==> src/logic/alt_pkg.sv <==
// constants and types shared by the alert limit threshold bank
// assumes a single core clock; offsets are the register pointer values seen over the two-wire bus
package alt_pkg;
    localparam int unsigned NUM_THR = 6;

    // register pointer values
    localparam logic [7:0] OFS_CUR_HI  = 8'h0C;
    localparam logic [7:0] OFS_CUR_LO  = 8'h0D;
    localparam logic [7:0] OFS_BUS_HI  = 8'h0E;
    localparam logic [7:0] OFS_BUS_LO  = 8'h0F;
    localparam logic [7:0] OFS_TEMP_HI = 8'h10;
    localparam logic [7:0] OFS_PWR_HI  = 8'h11;
    localparam logic [7:0] OFS_ID      = 8'h3E;

    // reset values
    localparam logic [15:0] RST_CUR_HI  = 16'h7FFF;
    localparam logic [15:0] RST_CUR_LO  = 16'h8000;
    localparam logic [15:0] RST_BUS_HI  = 16'h7FFF;
    localparam logic [15:0] RST_BUS_LO  = 16'h0000;
    localparam logic [15:0] RST_TEMP_HI = 16'h07FF;
    localparam logic [15:0] RST_PWR_HI  = 16'h0FFF;

    // writable bits; bit 15 of both bus limits is reserved
    localparam logic [15:0] MASK_FULL = 16'hFFFF;
    localparam logic [15:0] MASK_BUS  = 16'h7FFF;

    localparam logic [15:0] THR_RST [NUM_THR] = '{RST_CUR_HI, RST_CUR_LO, RST_BUS_HI,
                                                  RST_BUS_LO, RST_TEMP_HI, RST_PWR_HI};
    localparam logic [15:0] THR_MASK [NUM_THR] = '{MASK_FULL, MASK_FULL, MASK_BUS,
                                                   MASK_BUS, MASK_FULL, MASK_FULL};

    // bus address and maker code: values are arbitrary
    localparam logic [6:0]  DEF_DEV_ADDR   = 7'h40;
    localparam logic [15:0] DEF_MAKER_CODE = 16'h4142;

    // result widths and threshold alignment pads
    localparam int unsigned CUR_W  = 20;
    localparam int unsigned BUS_W  = 20;
    localparam int unsigned TEMP_W = 16;
    localparam int unsigned PWR_W  = 24;
    localparam logic [3:0]  RES_PAD = 4'h0;
    localparam logic [7:0]  PWR_PAD = 8'h00;

    // bit positions within one nine-clock byte slot
    localparam logic [3:0] BIT_ACK = 4'h7;
    localparam logic [3:0] BIT_END = 4'h8;

    typedef enum logic [2:0] {
        PH_IDLE,
        PH_ADDR,
        PH_PTR,
        PH_WR_HI,
        PH_WR_LO,
        PH_RD_HI,
        PH_RD_LO,
        PH_IGNORE
    } alt_phase_type;
endpackage

==> src/logic/alt_thr_if.sv <==
// threshold values passed from the register bank to the comparators
// assumes both ends sit on the same core clock
`timescale 1ns/10ps
interface alt_thr_if;
    logic [15:0] current_high_threshold;
    logic [15:0] current_low_threshold;
    logic [15:0] bus_high_threshold;
    logic [15:0] bus_low_threshold;
    logic [15:0] temperature_high_threshold;
    logic [15:0] power_high_threshold;

    modport bank (
        output current_high_threshold,
        output current_low_threshold,
        output bus_high_threshold,
        output bus_low_threshold,
        output temperature_high_threshold,
        output power_high_threshold
    );
    modport cmp (
        input current_high_threshold,
        input current_low_threshold,
        input bus_high_threshold,
        input bus_low_threshold,
        input temperature_high_threshold,
        input power_high_threshold
    );
endinterface

==> src/logic/alt_limit_cmp.sv <==
// limit comparators: measurement results against the programmed thresholds
// assumes results come from logic on the same clock with a one-cycle valid strobe
`timescale 1ns/10ps
module alt_limit_cmp (
    input  wire logic                         clk,
    input  wire logic                         rst_n,
    alt_thr_if.cmp                            thr,
    input  wire logic [alt_pkg::CUR_W-1:0]    cur_result,
    input  wire logic [alt_pkg::BUS_W-1:0]    bus_result,
    input  wire logic [alt_pkg::TEMP_W-1:0]   temp_result,
    input  wire logic [alt_pkg::PWR_W-1:0]    power_result,
    input  wire logic                         result_valid,
    output logic                              overcurrent_flag,
    output logic                              undercurrent_flag,
    output logic                              bus_over_flag,
    output logic                              bus_under_flag,
    output logic                              overtemperature_flag,
    output logic                              power_over_flag
);
    // thresholds widened to result scale: one current or bus threshold lsb is sixteen result lsbs, one power threshold lsb is 256
    logic [alt_pkg::CUR_W-1:0] cur_hi_ext;
    logic [alt_pkg::CUR_W-1:0] cur_lo_ext;
    logic [alt_pkg::BUS_W-1:0] bus_hi_ext;
    logic [alt_pkg::BUS_W-1:0] bus_lo_ext;
    logic [alt_pkg::PWR_W-1:0] pwr_hi_ext;

    assign cur_hi_ext = {thr.current_high_threshold, alt_pkg::RES_PAD};
    assign cur_lo_ext = {thr.current_low_threshold, alt_pkg::RES_PAD};
    assign bus_hi_ext = {1'b0, thr.bus_high_threshold[14:0], alt_pkg::RES_PAD};
    assign bus_lo_ext = {1'b0, thr.bus_low_threshold[14:0], alt_pkg::RES_PAD};
    assign pwr_hi_ext = {thr.power_high_threshold, alt_pkg::PWR_PAD};

    ////////////////////////////////////////////////////////////////////////////////
    // flags refresh only on a new result, otherwise they hold
    always_ff @(posedge clk or negedge rst_n) begin
        if (!rst_n) begin
            overcurrent_flag     <= 1'b0;
            undercurrent_flag    <= 1'b0;
            bus_over_flag        <= 1'b0;
            bus_under_flag       <= 1'b0;
            overtemperature_flag <= 1'b0;
            power_over_flag      <= 1'b0;
        end else if (result_valid) begin
            // signed compare, so a negative limit trips on zero current
            overcurrent_flag     <= $signed(cur_result) > $signed(cur_hi_ext);
            undercurrent_flag    <= $signed(cur_result) < $signed(cur_lo_ext);
            bus_over_flag        <= $signed(bus_result) > $signed(bus_hi_ext);
            bus_under_flag       <= $signed(bus_result) < $signed(bus_lo_ext);
            overtemperature_flag <= $signed(temp_result)
                                    > $signed(thr.temperature_high_threshold);
            // no sign applied to power
            power_over_flag      <= power_result > pwr_hi_ext;
        end
    end
endmodule // alt_limit_cmp

==> src/logic/alt_limit_regs.sv <==
// alert limit threshold register bank with two-wire bus slave and limit comparators
// assumes scl/sda arrive asynchronously; results come from same-clock logic
//
// Summary of operation
// - a negative current over limit trips overcurrent even at zero current.
// - current over limit is 16-bit signed read/write, 1.2 mA/lsb, reset 7FFFh.
// - current under limit is 16-bit signed read/write, 1.2 mA/lsb, reset 8000h.
// - bit 15 of both bus voltage limits is reserved and always reads zero.
// - bus over limit is 15-bit unsigned in bits 14-0, 3.125 mV/lsb, reset 7FFFh.
// - bus under limit is 15-bit unsigned in bits 14-0, 3.125 mV/lsb, reset zero.
// - temperature limit is 16-bit signed read/write, compared direct, reset 7FFh.
// - power limit is 256 power result lsbs per lsb, widened by eight zero bits, reset FFFh.
// - power limit is 16-bit unsigned read/write with no sign in its compare.
// - a read-only 16-bit maker code of two ascii characters ignores writes.
// - overcurrent sets above the over limit, undercurrent below the under limit.
// - bus over flag sets above the bus over limit, bus under flag below the under limit.
// - power flag sets above the power limit, temperature flag above its limit.
`timescale 1ns/10ps
module alt_limit_regs #(
    parameter logic [6:0]  DEV_ADDR   = alt_pkg::DEF_DEV_ADDR,
    parameter logic [15:0] MAKER_CODE = alt_pkg::DEF_MAKER_CODE
) (
    input  wire logic                         clk,
    input  wire logic                         rst_n,
    input  wire logic                         scl_in,
    input  wire logic                         sda_in,
    output logic                              sda_out,
    output logic                              sda_oe,
    input  wire logic [alt_pkg::CUR_W-1:0]    cur_result,
    input  wire logic [alt_pkg::BUS_W-1:0]    bus_result,
    input  wire logic [alt_pkg::TEMP_W-1:0]   die_temperature_result,
    input  wire logic [alt_pkg::PWR_W-1:0]    power_result,
    input  wire logic                         result_valid,
    output logic                              overcurrent_flag,
    output logic                              undercurrent_flag,
    output logic                              bus_over_flag,
    output logic                              bus_under_flag,
    output logic                              overtemperature_flag,
    output logic                              power_over_flag
);
    logic [2:0]            scl_sync_q;
    logic [2:0]            sda_sync_q;
    logic                  scl_f_q;
    logic                  sda_f_q;
    logic                  scl_p_q;
    logic                  sda_p_q;
    logic                  scl_rise;
    logic                  scl_fall;
    logic                  bus_start;
    logic                  bus_stop;
    alt_pkg::alt_phase_type phase_q;
    logic [3:0]            cnt_q;
    logic [7:0]            sh_q;
    logic [7:0]            ptr_q;
    logic [7:0]            hi_q;
    logic [15:0]           rd_q;
    logic                  drv_q;
    logic                  mack_q;
    logic                  addr_hit;
    logic                  rd_phase;
    logic [7:0]            tx_byte;
    logic [2:0]            bit_sel;
    logic                  wr_en;
    logic [15:0]           wr_data;
    logic [15:0]           rd_mux;
    logic [2:0]            thr_idx;
    logic [15:0]           thr_q [alt_pkg::NUM_THR];

    alt_thr_if thr ();

    ////////////////////////////////////////////////////////////////////////////////
    // pin synchronisers; a level counts once the second and third stages agree
    always_ff @(posedge clk or negedge rst_n) begin
        if (!rst_n) begin
            scl_sync_q <= 3'h7;
            sda_sync_q <= 3'h7;
        end else begin
            scl_sync_q <= {scl_sync_q[1:0], scl_in};
            sda_sync_q <= {sda_sync_q[1:0], sda_in};
        end
    end

    always_ff @(posedge clk or negedge rst_n) begin
        if (!rst_n) begin
            scl_f_q <= 1'b1;
            sda_f_q <= 1'b1;
            scl_p_q <= 1'b1;
            sda_p_q <= 1'b1;
        end else begin
            if (scl_sync_q[1] == scl_sync_q[2]) begin
                scl_f_q <= scl_sync_q[2];
            end
            if (sda_sync_q[1] == sda_sync_q[2]) begin
                sda_f_q <= sda_sync_q[2];
            end
            scl_p_q <= scl_f_q;
            sda_p_q <= sda_f_q;
        end
    end

    assign scl_rise  = scl_f_q & ~scl_p_q;
    assign scl_fall  = ~scl_f_q & scl_p_q;
    assign bus_start = scl_f_q & scl_p_q & sda_p_q & ~sda_f_q;
    assign bus_stop  = scl_f_q & scl_p_q & ~sda_p_q & sda_f_q;

    ////////////////////////////////////////////////////////////////////////////////
    // byte-slot protocol: address, pointer, then msb-first data words
    assign addr_hit = (sh_q[7:1] == DEV_ADDR);
    assign rd_phase = (phase_q == alt_pkg::PH_RD_HI) || (phase_q == alt_pkg::PH_RD_LO);
    assign tx_byte  = (phase_q == alt_pkg::PH_RD_HI) ? rd_q[15:8] : rd_q[7:0];
    assign bit_sel  = 3'(4'h6 - cnt_q);
    assign wr_en    = scl_fall && cnt_q == alt_pkg::BIT_ACK && phase_q == alt_pkg::PH_WR_LO;
    assign wr_data  = {hi_q, sh_q};

    always_ff @(posedge clk or negedge rst_n) begin
        if (!rst_n) begin
            phase_q <= alt_pkg::PH_IDLE;
            cnt_q   <= 4'h0;
            sh_q    <= 8'h00;
            ptr_q   <= 8'h00;
            hi_q    <= 8'h00;
            rd_q    <= 16'h0000;
            drv_q   <= 1'b0;
            mack_q  <= 1'b0;
        end else if (bus_start) begin
            phase_q <= alt_pkg::PH_ADDR;
            // the scl fall closing the start wraps this to zero, so it is not counted as a bit
            cnt_q   <= 4'hF;
            drv_q   <= 1'b0;
        end else if (bus_stop) begin
            phase_q <= alt_pkg::PH_IDLE;
            drv_q   <= 1'b0;
        end else if (phase_q != alt_pkg::PH_IDLE) begin
            if (scl_rise) begin
                if (cnt_q != alt_pkg::BIT_END) begin
                    sh_q <= {sh_q[6:0], sda_f_q};
                end else begin
                    mack_q <= ~sda_f_q;
                end
            end
            if (scl_fall) begin
                if (cnt_q == alt_pkg::BIT_ACK) begin
                    cnt_q <= alt_pkg::BIT_END;
                    case (phase_q)
                        alt_pkg::PH_ADDR: drv_q <= addr_hit;
                        alt_pkg::PH_PTR: begin
                            ptr_q <= sh_q;
                            drv_q <= 1'b1;
                        end
                        alt_pkg::PH_WR_HI: begin
                            hi_q  <= sh_q;
                            drv_q <= 1'b1;
                        end
                        alt_pkg::PH_WR_LO: drv_q <= 1'b1;
                        default: drv_q <= 1'b0;
                    endcase
                end else if (cnt_q == alt_pkg::BIT_END) begin
                    cnt_q <= 4'h0;
                    drv_q <= 1'b0;
                    case (phase_q)
                        alt_pkg::PH_ADDR: begin
                            if (!addr_hit) begin
                                phase_q <= alt_pkg::PH_IGNORE;
                            end else if (sh_q[0]) begin
                                phase_q <= alt_pkg::PH_RD_HI;
                                rd_q    <= rd_mux;
                                drv_q   <= ~rd_mux[15];
                            end else begin
                                phase_q <= alt_pkg::PH_PTR;
                            end
                        end
                        alt_pkg::PH_PTR:   phase_q <= alt_pkg::PH_WR_HI;
                        alt_pkg::PH_WR_HI: phase_q <= alt_pkg::PH_WR_LO;
                        alt_pkg::PH_WR_LO: phase_q <= alt_pkg::PH_WR_HI;
                        alt_pkg::PH_RD_HI: begin
                            if (mack_q) begin
                                phase_q <= alt_pkg::PH_RD_LO;
                                drv_q   <= ~rd_q[7];
                            end else begin
                                phase_q <= alt_pkg::PH_IGNORE;
                            end
                        end
                        alt_pkg::PH_RD_LO: begin
                            // host acked: send the same register again
                            if (mack_q) begin
                                phase_q <= alt_pkg::PH_RD_HI;
                                rd_q    <= rd_mux;
                                drv_q   <= ~rd_mux[15];
                            end else begin
                                phase_q <= alt_pkg::PH_IGNORE;
                            end
                        end
                        default: phase_q <= alt_pkg::PH_IGNORE;
                    endcase
                end else begin
                    cnt_q <= cnt_q + 4'h1;
                    drv_q <= rd_phase & ~tx_byte[bit_sel];
                end
            end
        end
    end

    // open drain: only ever pull low
    assign sda_out = 1'b0;
    assign sda_oe  = drv_q;

    ////////////////////////////////////////////////////////////////////////////////
    // threshold registers; the maker code has no storage, so writes to it vanish
    generate
        for (genvar i = 0; i < alt_pkg::NUM_THR; i++) begin : g_thr
            always_ff @(posedge clk or negedge rst_n) begin
                if (!rst_n) begin
                    thr_q[i] <= alt_pkg::THR_RST[i];
                end else if (wr_en && ptr_q == alt_pkg::OFS_CUR_HI + 8'(i)) begin
                    thr_q[i] <= wr_data & alt_pkg::THR_MASK[i];
                end
            end
        end
    endgenerate

    assign thr.current_high_threshold     = thr_q[0];
    assign thr.current_low_threshold      = thr_q[1];
    assign thr.bus_high_threshold         = thr_q[2];
    assign thr.bus_low_threshold          = thr_q[3];
    assign thr.temperature_high_threshold = thr_q[4];
    assign thr.power_high_threshold       = thr_q[5];

    assign thr_idx = 3'(ptr_q - alt_pkg::OFS_CUR_HI);

    // unmapped pointers read zero
    always_comb begin
        rd_mux = 16'h0000;
        if (ptr_q >= alt_pkg::OFS_CUR_HI && ptr_q <= alt_pkg::OFS_PWR_HI) begin
            rd_mux = thr_q[thr_idx];
        end else if (ptr_q == alt_pkg::OFS_ID) begin
            rd_mux = MAKER_CODE;
        end
    end

    ////////////////////////////////////////////////////////////////////////////////
    // comparator flags; ordering of the two current limits is left to software
    alt_limit_cmp u_cmp (
        .clk                  (clk),
        .rst_n                (rst_n),
        .thr                  (thr.cmp),
        .cur_result           (cur_result),
        .bus_result           (bus_result),
        .temp_result          (die_temperature_result),
        .power_result         (power_result),
        .result_valid         (result_valid),
        .overcurrent_flag     (overcurrent_flag),
        .undercurrent_flag    (undercurrent_flag),
        .bus_over_flag        (bus_over_flag),
        .bus_under_flag       (bus_under_flag),
        .overtemperature_flag (overtemperature_flag),
        .power_over_flag      (power_over_flag)
    );
endmodule // alt_limit_regs

==> config.mk <==
export PLATFORM = sky130hd
export DESIGN_NAME = alt_limit_regs
export DESIGN_NICKNAME = d
export VERILOG_FILES = /design/src/logic/alt_pkg.sv /design/src/logic/alt_thr_if.sv /design/src/logic/alt_limit_cmp.sv /design/src/logic/alt_limit_regs.sv
export SDC_FILE = /design/constraint.sdc
export NUM_CORES = 1
export LEC_CHECK = 0
export ABC_CLOCK_PERIOD_IN_PS = 6450
export BUFFER_PORTS_ARGS = -buffer_cell sky130_fd_sc_hd__buf_4
export CAP_MARGIN = 30
export CORE_MARGIN = 5
export CORE_UTILIZATION = 50
export CTS_BUF_LIST = sky130_fd_sc_hd__clkbuf_4
export CTS_CLUSTER_DIAMETER = 100
export DETAILED_ROUTE_END_ITERATION = 8
export PLACE_DENSITY = 0.69
export SLEW_MARGIN = 25
export SYNTH_ARGS = -nofsm -noshare
export SYNTH_HDL_FRONTEND = slang
export SYNTH_SLANG_ARGS = --single-unit
==> constraint.sdc <==
create_clock -name clk -period 6.45 [get_ports clk]
set_input_delay 1.29 -clock clk [delete_from_list [all_inputs] [get_ports clk]]
set_output_delay 1.29 -clock clk [all_outputs]
set_load 0.05 [all_outputs]
==> results of run 1 <==
==> flip-flops by register name, summed over array words and instances, names as in the netlist, 3 cells and up <==
register,count
thr.power_high_threshold,16
cnt_q,4
sda_sync_q,3
thr.bus_high_threshold,15
thr.current_low_threshold,16
hi_q,8
thr.temperature_high_threshold,16
scl_sync_q,3
thr.current_high_threshold,16
phase_q,3
rd_q,16
sh_q,8
thr.bus_low_threshold,15
ptr_q,8
==> power breakdown <==
part | switching [W] | internal, W
combinational | 0.000205 | 0.000191
clock | 0.000361 | 0.000233
sequential | 0.000149 | 0.00106
==> Yosys cell counts (5+ instances only) <==
cell type  count
nor2b_1       10
dfstp_2       64
nand3b_1       5
nand2_1       58
mux2_4        10
dfrtp_1       95
o211ai_1       7
inv_1        103
clkbuf_1      22
o21ai_0       48
nand2b_1       8
o21a_1         5
ha_1          94
nor3_1        10
nand3_1       13
a21oi_1       30
buf_2          6
nand4_1       19
mux2_2       105
mux4_2        20
nor2_1        18
a21o_1        14
a22oi_1       16
==> area by class of cell <==
cell class	count	area, µm²
flip-flops and latches	159	4060
fillers	1668	8000
multi-input cells	566	4980
diodes	1	2.50
clock buffers	18	135
repair buffers	100	797
clock inverters	14	144
inverters	103	387
well taps	260	325
==> cells in the final DEF (no fill, tap or decap), drive strengths merged, types with 14 or more instances in the layout <==
cell	n
a21oi	30
ha	94
dfstp	64
o21ai	48
a21o	14
inv	104
mux2	115
buf	100
clkbuf	18
a22oi	16
nor2	19
mux4	20
nand2	60
nand4	19
dfrtp	95
==> critical path, delay by kind of cell, from the launching register on <==
| kind | cells | cell delay, ns |
|---|---|---|
| buffers and inverters | 1 | 0.24 |
| multiplexers | 1 | 0.34 |
| adder cells (fa/ha/maj) | 1 | 0.27 |
| flip-flops | 1 | 0.57 |
| AND/OR/NAND/NOR | 5 | 1.34 |
==> logic make-up after synthesis <==
group / Yosys count / share of synthesized area [%]
and+or+nand+nor: 176 / 10.0
DFF: 159 / 42.3
AOI/OAI and AO/OA: 151 / 10.1
buffers and inverters: 139 / 5.90
muxes: 138 / 18.9
adders and majority gates: 96 / 12.5
xor gates and xnor gates: 4 / 0.365
other: 1 / 0.0391
==> path summary, 6_finish.rpt <==
| path | to | slack [ns] |
|---|---|---|
| worst max-delay path | thr.current_low_threshold[9] | 3.58 |
| worst min-delay path | scl_sync_q[1] | 0.37 |
| worst max register to register | thr.current_low_threshold[9] | 3.58 |
| worst min register to register | scl_sync_q[1] | 0.37 |
| max in group asynchronous | rd_q[5] | 4.79 |
| min in group asynchronous | cnt_q[3] | 0.64 |
==> metal layers <==
layer / up-vias / routed length [µm] / track usage, %
li1: 3271 / - / -
met1: 3380 / 11100 / 30.9
met2: 186 / 10500 / 33.3
met3: 21 / 1080 / 3.60
met4: 0 / 348 / 5.87
met5: - / 0 / 0
==> through the flow <==
step	hold WS (ns)	total power, W	instances	utilization, %	setup WS (ns)
after global placement	0.346	0.00161	1183	55.6	3.35
after global routing	0.371	0.00231	1221	57.5	3.41
final	0.366	0.00220	1221	57.5	3.58
after detailed placement	0.349	0.00162	1186	55.9	3.34
after floorplan	0.345	0.00144	864	-	3.62
after CTS	0.368	0.00221	1218	57.4	3.44
==> flow_metrics.py, run 1 <==
metrics = {
    "run_status": {
        "status": "finished, final reports clean",
    },
    "clock_tree": {
        "cts_num_sinks": 159,
        "clkTransAtPathRegs_ns": 0.13,
        "htreeDepth": 4,
        "ctsResizeCount": 0,
        "clock_latency_ns": 0.58,
        "cts_tree": "done",
        "post_cts_buffers": 0,
        "cts_hold_buf": 0,
        "cts_root_buf": "clkbuf_4",
        "clk_path_buf_depth": 2,
        "cts_buffers": 17,
    },
    "placement": {
        "portBuffers": 91,
        "placed_area_um2": 10500,
        "gp_congestion": 0.827,
        "post-dp-hpwl_um": 17300,
    },
    "grt": {
        "grt_max_degree": 63,
        "antenna_found_initial": 1,
        "grt_overflow": 0,
        "grt_pass1_wl_um": 36500,
        "gr-usage-all-layers_pct": 21.4,
        "grt_pass1_vias": 6930,
    },
    "flow_run": {
        "drv_cap": 0,
    },
    "setup_path": {
        "cp_max_fo": 9,
        "crit_required_ns": 6.91,
        "max_stage_delay_ns": 0.57,
        "crit_slowest_cell": "dfrtp_1",
        "end_kind": "flop",
        "worstPathCellList": "ha_1 > and3b_2 > nand2_2 > and4b_1 > nand2_2 > nor3b_4 > buf_6 > mux2_2",
        "path_class": "reg -> reg",
        "startpoint": "cnt_q[0]",
        "cp_data_arrival_time_ns": 3.34,
        "start_kind": "flop",
        "reg2reg_depth": 8,
        "cp_common_cell": "nand2_2",
        "timing.rr.start": "cnt_q[0]",
    },
    "synth": {
        "ys.flop_type": "dfrtp_1",
        "syn_nets": 1043,
        "synth.avg_cell_area_um2": 11.1,
        "synth_async_sr_flop_share_pct": 100,
        "yosys-top-cells-area": "dfrtp_1 25%, dfstp_2 18%, mux2_2 12%",
        "ys_warn_count": 0,
        "yosysTopAreaCell": "dfrtp_1",
        "synth.cell_area_um2": 9600,
        "ys_seq_elements": 159,
        "yosysTopAreaCellShare_pct": 24.8,
        "synthCells": 864,
        "ys_types": 72,
        "yosysSeqAreaShare_pct": 42.3,
        "synth_enable_flop_cells": 0,
    },
    "timing": {
        "clock_skew_ns": 0.0189,
        "hold_viol_final": 0,
        "setup_viol_count_final": 0,
        "rsz0062_at_grt": "no",
        "setup_tns_ns": 0,
        "min_period_ns": 2.87,
        "drv_slew": 0,
        "max_freq_mhz": 348,
        "tightest_slew_ns": 0.931,
        "fin_crit_sh_pct": 44.6,
        "maxSlewHeadroom_pct": 37.7,
    },
    "drt": {
        "viasPerCell": 5.62,
        "drc": 0,
        "ant_nets": 0,
        "routed_wl_um": 23000,
        "wl_per_cell_um": 18.8,
        "drt_iter0_drc": 472,
        "vias": 6858,
        "dr.pass1.iters": 6,
    },
    "floorplanning": {
        "die_height_um": 149,
        "rows": 50,
        "io_pins": 93,
        "die-width_um": 149,
        "die_area_um2": 22100,
        "start_util_pct": 51.0,
        "core_area_um2": 18800,
    },
    "layout": {
        "final_net_count": 1126,
        "syn_to_final_growth_pct": 12.8,
        "drive_gt1_share_pct": 35.5,
        "final_area_um2": 10800,
    },
    "min_path": {
        "min-delay-start": "scl_sync_q[0]",
        "hp-class": "reg -> reg",
        "hold_depth": 0,
    },
    "pwr": {
        "power.density_nw_per_um2": 203,
        "ir_drop_v": 0.0000979,
        "leakagePower_nw": 4.69,
    },
}
No activity file was read; power rests on OpenSTA's default activity.
==> run 2: changes to the inputs <==
Settings changed: ABC_CLOCK_PERIOD_IN_PS 6450 to 2940.
Clock period 6.45 ns to 2.94 ns, I/O delays scaled along.
==> run 2 against run 1 <==
Net effect: cell area increased by 0.74%; sequential share of layout area decreased by 0.28 points; register-to-register slack worse by 3.2 ns; routed wire length rose by 2.0%; core utilization increased by 0.43 points; setup slack worse by 3.2 ns; combinational power up 130%; die area unchanged; clock power is 130% higher; maximum frequency grew 13%; worst hold slack got worse by 0.31 ns.
==> flow_metrics.py, run 2 (synthesis gave the netlist of run 1 again) <==
metrics = {
    "drt": {
        "routed_wl_um": 23400,
        "wl_per_cell_um": 19.0,
        "drc": 0,
        "viasPerCell": 5.64,
        "vias": 6937,
        "drt_iter0_drc": 428,
        "dr.pass1.iters": 5,
        "ant_nets": 0,
    },
    "pwr": {
        "internal_power_w": 0.00336,
        "swShare_pct": 31.5,
        "p_clk_share_pct": 27.9,
        "p_seq_share_pct": 53.6,
        "p_comb_share_pct": 18.6,
        "leakagePower_nw": 4.74,
        "ir_drop_v": 0.000224,
        "p_sw_w": 0.00154,
        "power.density_nw_per_um2": 450,
    },
    "grt": {
        "gr-usage-all-layers_pct": 21.7,
        "grt_pass1_wl_um": 37000,
        "grt_pass1_vias": 6859,
        "grt_overflow": 0,
        "antenna_found_initial": 1,
        "grt_max_degree": 78,
    },
    "clock_tree": {
        "cts_hold_buf": 0,
        "clk_path_buf_depth": 2,
        "cts_root_buf": "clkbuf_4",
        "cts_buffers": 17,
        "ctsResizeCount": 0,
        "post_cts_buffers": 0,
        "cts_num_sinks": 159,
        "clock_latency_ns": 0.56,
        "cts_tree": "done",
        "clkTransAtPathRegs_ns": 0.13,
        "htreeDepth": 4,
    },
    "layout": {
        "drive_gt1_share_pct": 36.1,
        "final_core_util_pct": 57.9,
        "fillerInstances": 1615,
        "final_cells": 1231,
        "final_net_count": 1136,
        "syn_to_final_growth_pct": 13.7,
        "layout_common_cells": "106 x buf_4, 105 x mux2_2, 103 x inv_1",
        "layout.cells.most_common": "buf_4",
    },
    "timing": {
        "max_freq_mhz": 393,
        "drv_slew": 0,
        "clock_skew_ns": 0.0179,
        "holdWs_ns": 0.0563,
        "hold_viol_final": 0,
        "setup_viol_count_final": 0,
        "min_period_ns": 2.55,
        "maxSlewHeadroom_pct": 46.9,
        "rsz0062_at_grt": "no",
        "fin_crit_sh_pct": 86.6,
        "timing.final.ws_setup_ns": 0.394,
        "setup_tns_ns": 0,
        "tightest_slew_ns": 0.777,
    },
    "floorplanning": {
        "die_height_um": 149,
        "io_pins": 93,
        "die_area_um2": 22100,
        "start_util_pct": 51.0,
        "die-width_um": 149,
        "core_area_um2": 18800,
        "rows": 50,
    },
    "setup_path": {
        "max_stage_delay_ns": 0.55,
        "start_kind": "flop",
        "cp_common_cell": "nand2_2",
        "end_kind": "flop",
        "worstPathCellList": "ha_1 > and3b_2 > nand2_2 > and4b_1 > nand2_2 > nor3b_2 > buf_4 > mux2_2",
        "crit_required_ns": 3.39,
        "cp_data_arrival_time_ns": 2.99,
        "reg2reg_depth": 8,
        "cp_max_fo": 10,
        "path_delay_family": "simple AND/OR/NAND/NOR gates",
        "path_class": "reg -> reg",
        "cp.depth": 8,
        "cp.buffers_inverters": 1,
        "crit_slowest_cell": "dfrtp_1",
    },
    "placement": {
        "portBuffers": 91,
        "gp_congestion": 0.875,
        "post-place-ws_ns": 0.428,
        "post-dp-hpwl_um": 17700,
        "dp.cells": 1198,
    },
    "flow_run": {
        "drv_cap": 0,
    },
    "min_path": {
        "hp-class": "in -> async",
    },
    "run_status": {
        "status": "finished, final reports clean",
    },
}
==> run 2: cell types whose count changed in the layout (fill, tap and decap cells not counted), sizes merged <==
cell | previous run | this run
clkbuf | 18 | 20
bufinv | 2 | 3
clkinv | 7 | 5
buf | 100 | 110
inv | 104 | 103
==> run 2: worst register-to-register path, stage by stage, from the launching register on <==
cell and delay (ns):
dfrtp_1 0.55, ha_1 0.27, and3b_2 0.25, nand2_2 0.08, and4b_1 0.33, nand2_2 0.11
nor3b_2 0.27, buf_4 0.24, mux2_2 0.35
==> run 2: per-layer routing <==
metal  global-route usage, %  wire length [µm]  up-vias
li1                        -                 -     3291
met1                    31.8             11300     3428
met2                    33.0             10500      183
met3                    3.66              1140       35
met4                    6.88               497        0
met5                       0                 0        -
==> run 2: path summary, 6_finish.rpt <==
check,from,endpoint,slack [ns]
worst max-delay path,cnt_q[0],thr.current_low_threshold[1],0.39
worst min-delay path,rst_n,phase_q[0],0.06
worst max register to register,cnt_q[0],thr.current_low_threshold[1],0.39
worst min register to register,scl_sync_q[0],scl_sync_q[1],0.35
max in group asynchronous,rst_n,thr.bus_high_threshold[14],2.12
min in group clk,sda_in,sda_sync_q[0],0.14
==> run 2: metrics by stage <==
stage | cell area [µm²] | power [W]
after floorplan | 9600 | 0.00317
after global placement | 10600 | 0.00355
after detailed placement | 10600 | 0.00357
after CTS | 10900 | 0.00494
after global routing | 10900 | 0.00517
final | 10900 | 0.00491
==> run 2: layout make-up <==
cell class	instances	area, µm²	area share (%)
multi-input cells	566	4970	45.6
flip-flops and latches	159	4060	37.2
repair buffers	110	867	7.95
inverters	103	387	3.54
well taps	260	325	2.98
clock buffers	20	150	1.38
clock inverters	12	148	1.35
diodes	1	2.50	0.0229
==> run 2: power by group through the flow <==
stage / sequential (W) / combinational, W / clock (W)
global route: 0.00266 / 0.00101 / 0.00149
global placement: 0.00266 / 0.000896 / 0
floorplan: 0.00248 / 0.000689 / 0
detailed placement: 0.00266 / 0.000910 / 0
CTS: 0.00263 / 0.000916 / 0.00140
finish: 0.00263 / 0.000911 / 0.00137
==> run 3: changes to the inputs <==
Settings changed: RECOVER_POWER from default to 50.
==> run 3 against run 2 <==
Net effect: the flow now finishes with violations (capacitance limit, slew limit); maximum frequency up 0.17%; via count is essentially flat; setup slack better by 0.0044 ns; sequential power about the same; cell area hardly changed; total power hardly changed; clock skew hardly changed; routed wire length about the same; cell count unchanged; global-route usage is the same; die area unchanged; non-clock buffer count did not move; highest routed layer unchanged.
==> flow_metrics.py, run 3 (synthesis gave the netlist of run 1 again) <==
metrics = {
    "run_status": {
        "status": "finished with violations",
        "failed_checks": "capacitance limit, slew limit",
    },
    "grt": {
        "grt_max_degree": 78,
        "antenna_found_initial": 1,
        "grt_pass1_wl_um": 37000,
        "gr-usage-all-layers_pct": 21.7,
        "grt_pass1_vias": 6859,
        "grt_overflow": 0,
    },
    "timing": {
        "tightest_slew_ns": 1.94,
        "maxSlewHeadroom_pct": -29.3,
        "setup_tns_ns": 0,
        "setup_viol_count_final": 0,
        "clock_skew_ns": 0.0180,
        "rsz0062_at_grt": "no",
        "timing.final.ws_setup_ns": 0.399,
        "drv_slew": 76,
        "min_period_ns": 2.54,
        "hold_viol_final": 0,
        "fin_crit_sh_pct": 86.4,
        "max_freq_mhz": 394,
    },
    "placement": {
        "post-place-ws_ns": 0.428,
        "portBuffers": 91,
        "post-dp-hpwl_um": 17700,
        "gp_congestion": 0.875,
    },
    "min_path": {
        "min_to": "sda_sync_q[0]",
        "min-delay-start": "sda_in",
        "hold_depth": 1,
        "hp-class": "in -> reg",
    },
    "clock_tree": {
        "htreeDepth": 4,
        "ctsResizeCount": 0,
        "clock_latency_ns": 0.56,
        "clkTransAtPathRegs_ns": 0.12,
        "cts_root_buf": "clkbuf_4",
        "cts_num_sinks": 159,
        "cts_buffers": 17,
        "cts_tree": "done",
        "post_cts_buffers": 0,
        "clk_path_buf_depth": 2,
        "cts_hold_buf": 0,
    },
    "setup_path": {
        "max_stage_delay_ns": 0.55,
        "start_kind": "flop",
        "cp_max_fo": 10,
        "cp_data_arrival_time_ns": 2.99,
        "path_class": "reg -> reg",
        "timing.rr.start": "cnt_q[0]",
        "reg2reg_to": "thr.current_low_threshold[1]",
        "cp_common_cell": "nand2_2",
        "startpoint": "cnt_q[0]",
        "end_kind": "flop",
        "rrSetupSlack_ns": 0.40,
        "worstPathCellList": "ha_1 > and3b_2 > nand2_2 > and4b_1 > nand2_2 > nor3b_2 > buf_4 > mux2_2",
        "cp.buffers_inverters": 1,
        "crit_required_ns": 3.39,
        "path_delay_family": "simple AND/OR/NAND/NOR gates",
        "reg2reg_depth": 8,
        "crit_slowest_cell": "dfrtp_1",
    },
    "pwr": {
        "power.density_nw_per_um2": 450,
        "leakagePower_nw": 4.74,
        "power_w": 0.00491,
        "ir_drop_v": 0.000224,
    },
    "layout": {
        "seq_area_um2": 4060,
        "fillerInstances": 1616,
        "layout.cells.most_common": "mux2_2",
        "drive_gt1_share_pct": 35.7,
        "final_net_count": 1136,
        "layout_common_cells": "105 x mux2_2, 104 x buf_4, 103 x inv_1",
        "syn_to_final_growth_pct": 13.6,
        "multi_input_area_um2": 4970,
    },
    "floorplanning": {
        "die_area_um2": 22100,
        "rows": 50,
        "core_area_um2": 18800,
        "die_height_um": 149,
        "io_pins": 93,
        "start_util_pct": 51.0,
        "die-width_um": 149,
    },
    "drt": {
        "drc": 0,
        "vias": 6933,
        "viasPerCell": 5.63,
        "wl_per_cell_um": 19.0,
        "drt_iter0_drc": 428,
        "routed_wl_um": 23400,
        "ant_nets": 0,
        "dr.pass1.iters": 5,
    },
    "flow_run": {
        "drv_cap": 1,
    },
}
## run 3: layout make-up
type                    count  area share, %
diodes                      1         0.0229
clock buffers              20           1.38
clock inverters            12           1.35
repair buffers            110           7.89
multi-input cells         566           45.6
well taps                 260           2.98
inverters                 103           3.55
flip-flops and latches    159           37.2
## run 3: worst max path at each step
stage                                     to  slack [ns]  cells after the start
6_report        thr.current_low_threshold[1]        0.40                      8
5_1_grt                             rd_q[11]        0.21                      6
3_3_place_gp          u_cmp.overcurrent_flag        0.52                      8
4_1_cts        thr.current_low_threshold[14]        0.40                      8
2_1_floorplan  thr.current_low_threshold[10]        0.65                      9
3_5_place_dp   thr.current_low_threshold[14]        0.43                      8
## run 3: per-layer routing
| layer | wire [µm] | vias to the layer above | global-route usage, % | share of wire, % |
|---|---|---|---|---|
| met5 | 0 | - | 0 | 0 |
| met4 | 497 | 0 | 6.88 | 2.1 |
| met3 | 1120 | 35 | 3.66 | 4.8 |
| met2 | 10500 | 182 | 33.0 | 45 |
| met1 | 11300 | 3429 | 31.8 | 48 |
| li1 | - | 3287 | - | - |
## run 3: where the power goes
part	switching [W]	internal (W)
logic	0.000478	0.000432
registers	0.000309	0.00232
clock network	0.000758	0.000610
total	0.00154	0.00336
## run 3: through the flow
step           util [%]  cell area, µm²  cells  hold slack (ns)
3_5_place_dp       56.4           10600   1198            0.347
6_report           57.9           10900   1231            0.136
4_1_cts            57.9           10900   1230           0.0410
2_1_floorplan         -            9600    864            0.292
5_1_grt            57.9           10900   1231            0.100
3_3_place_gp       56.4           10600   1198            0.345
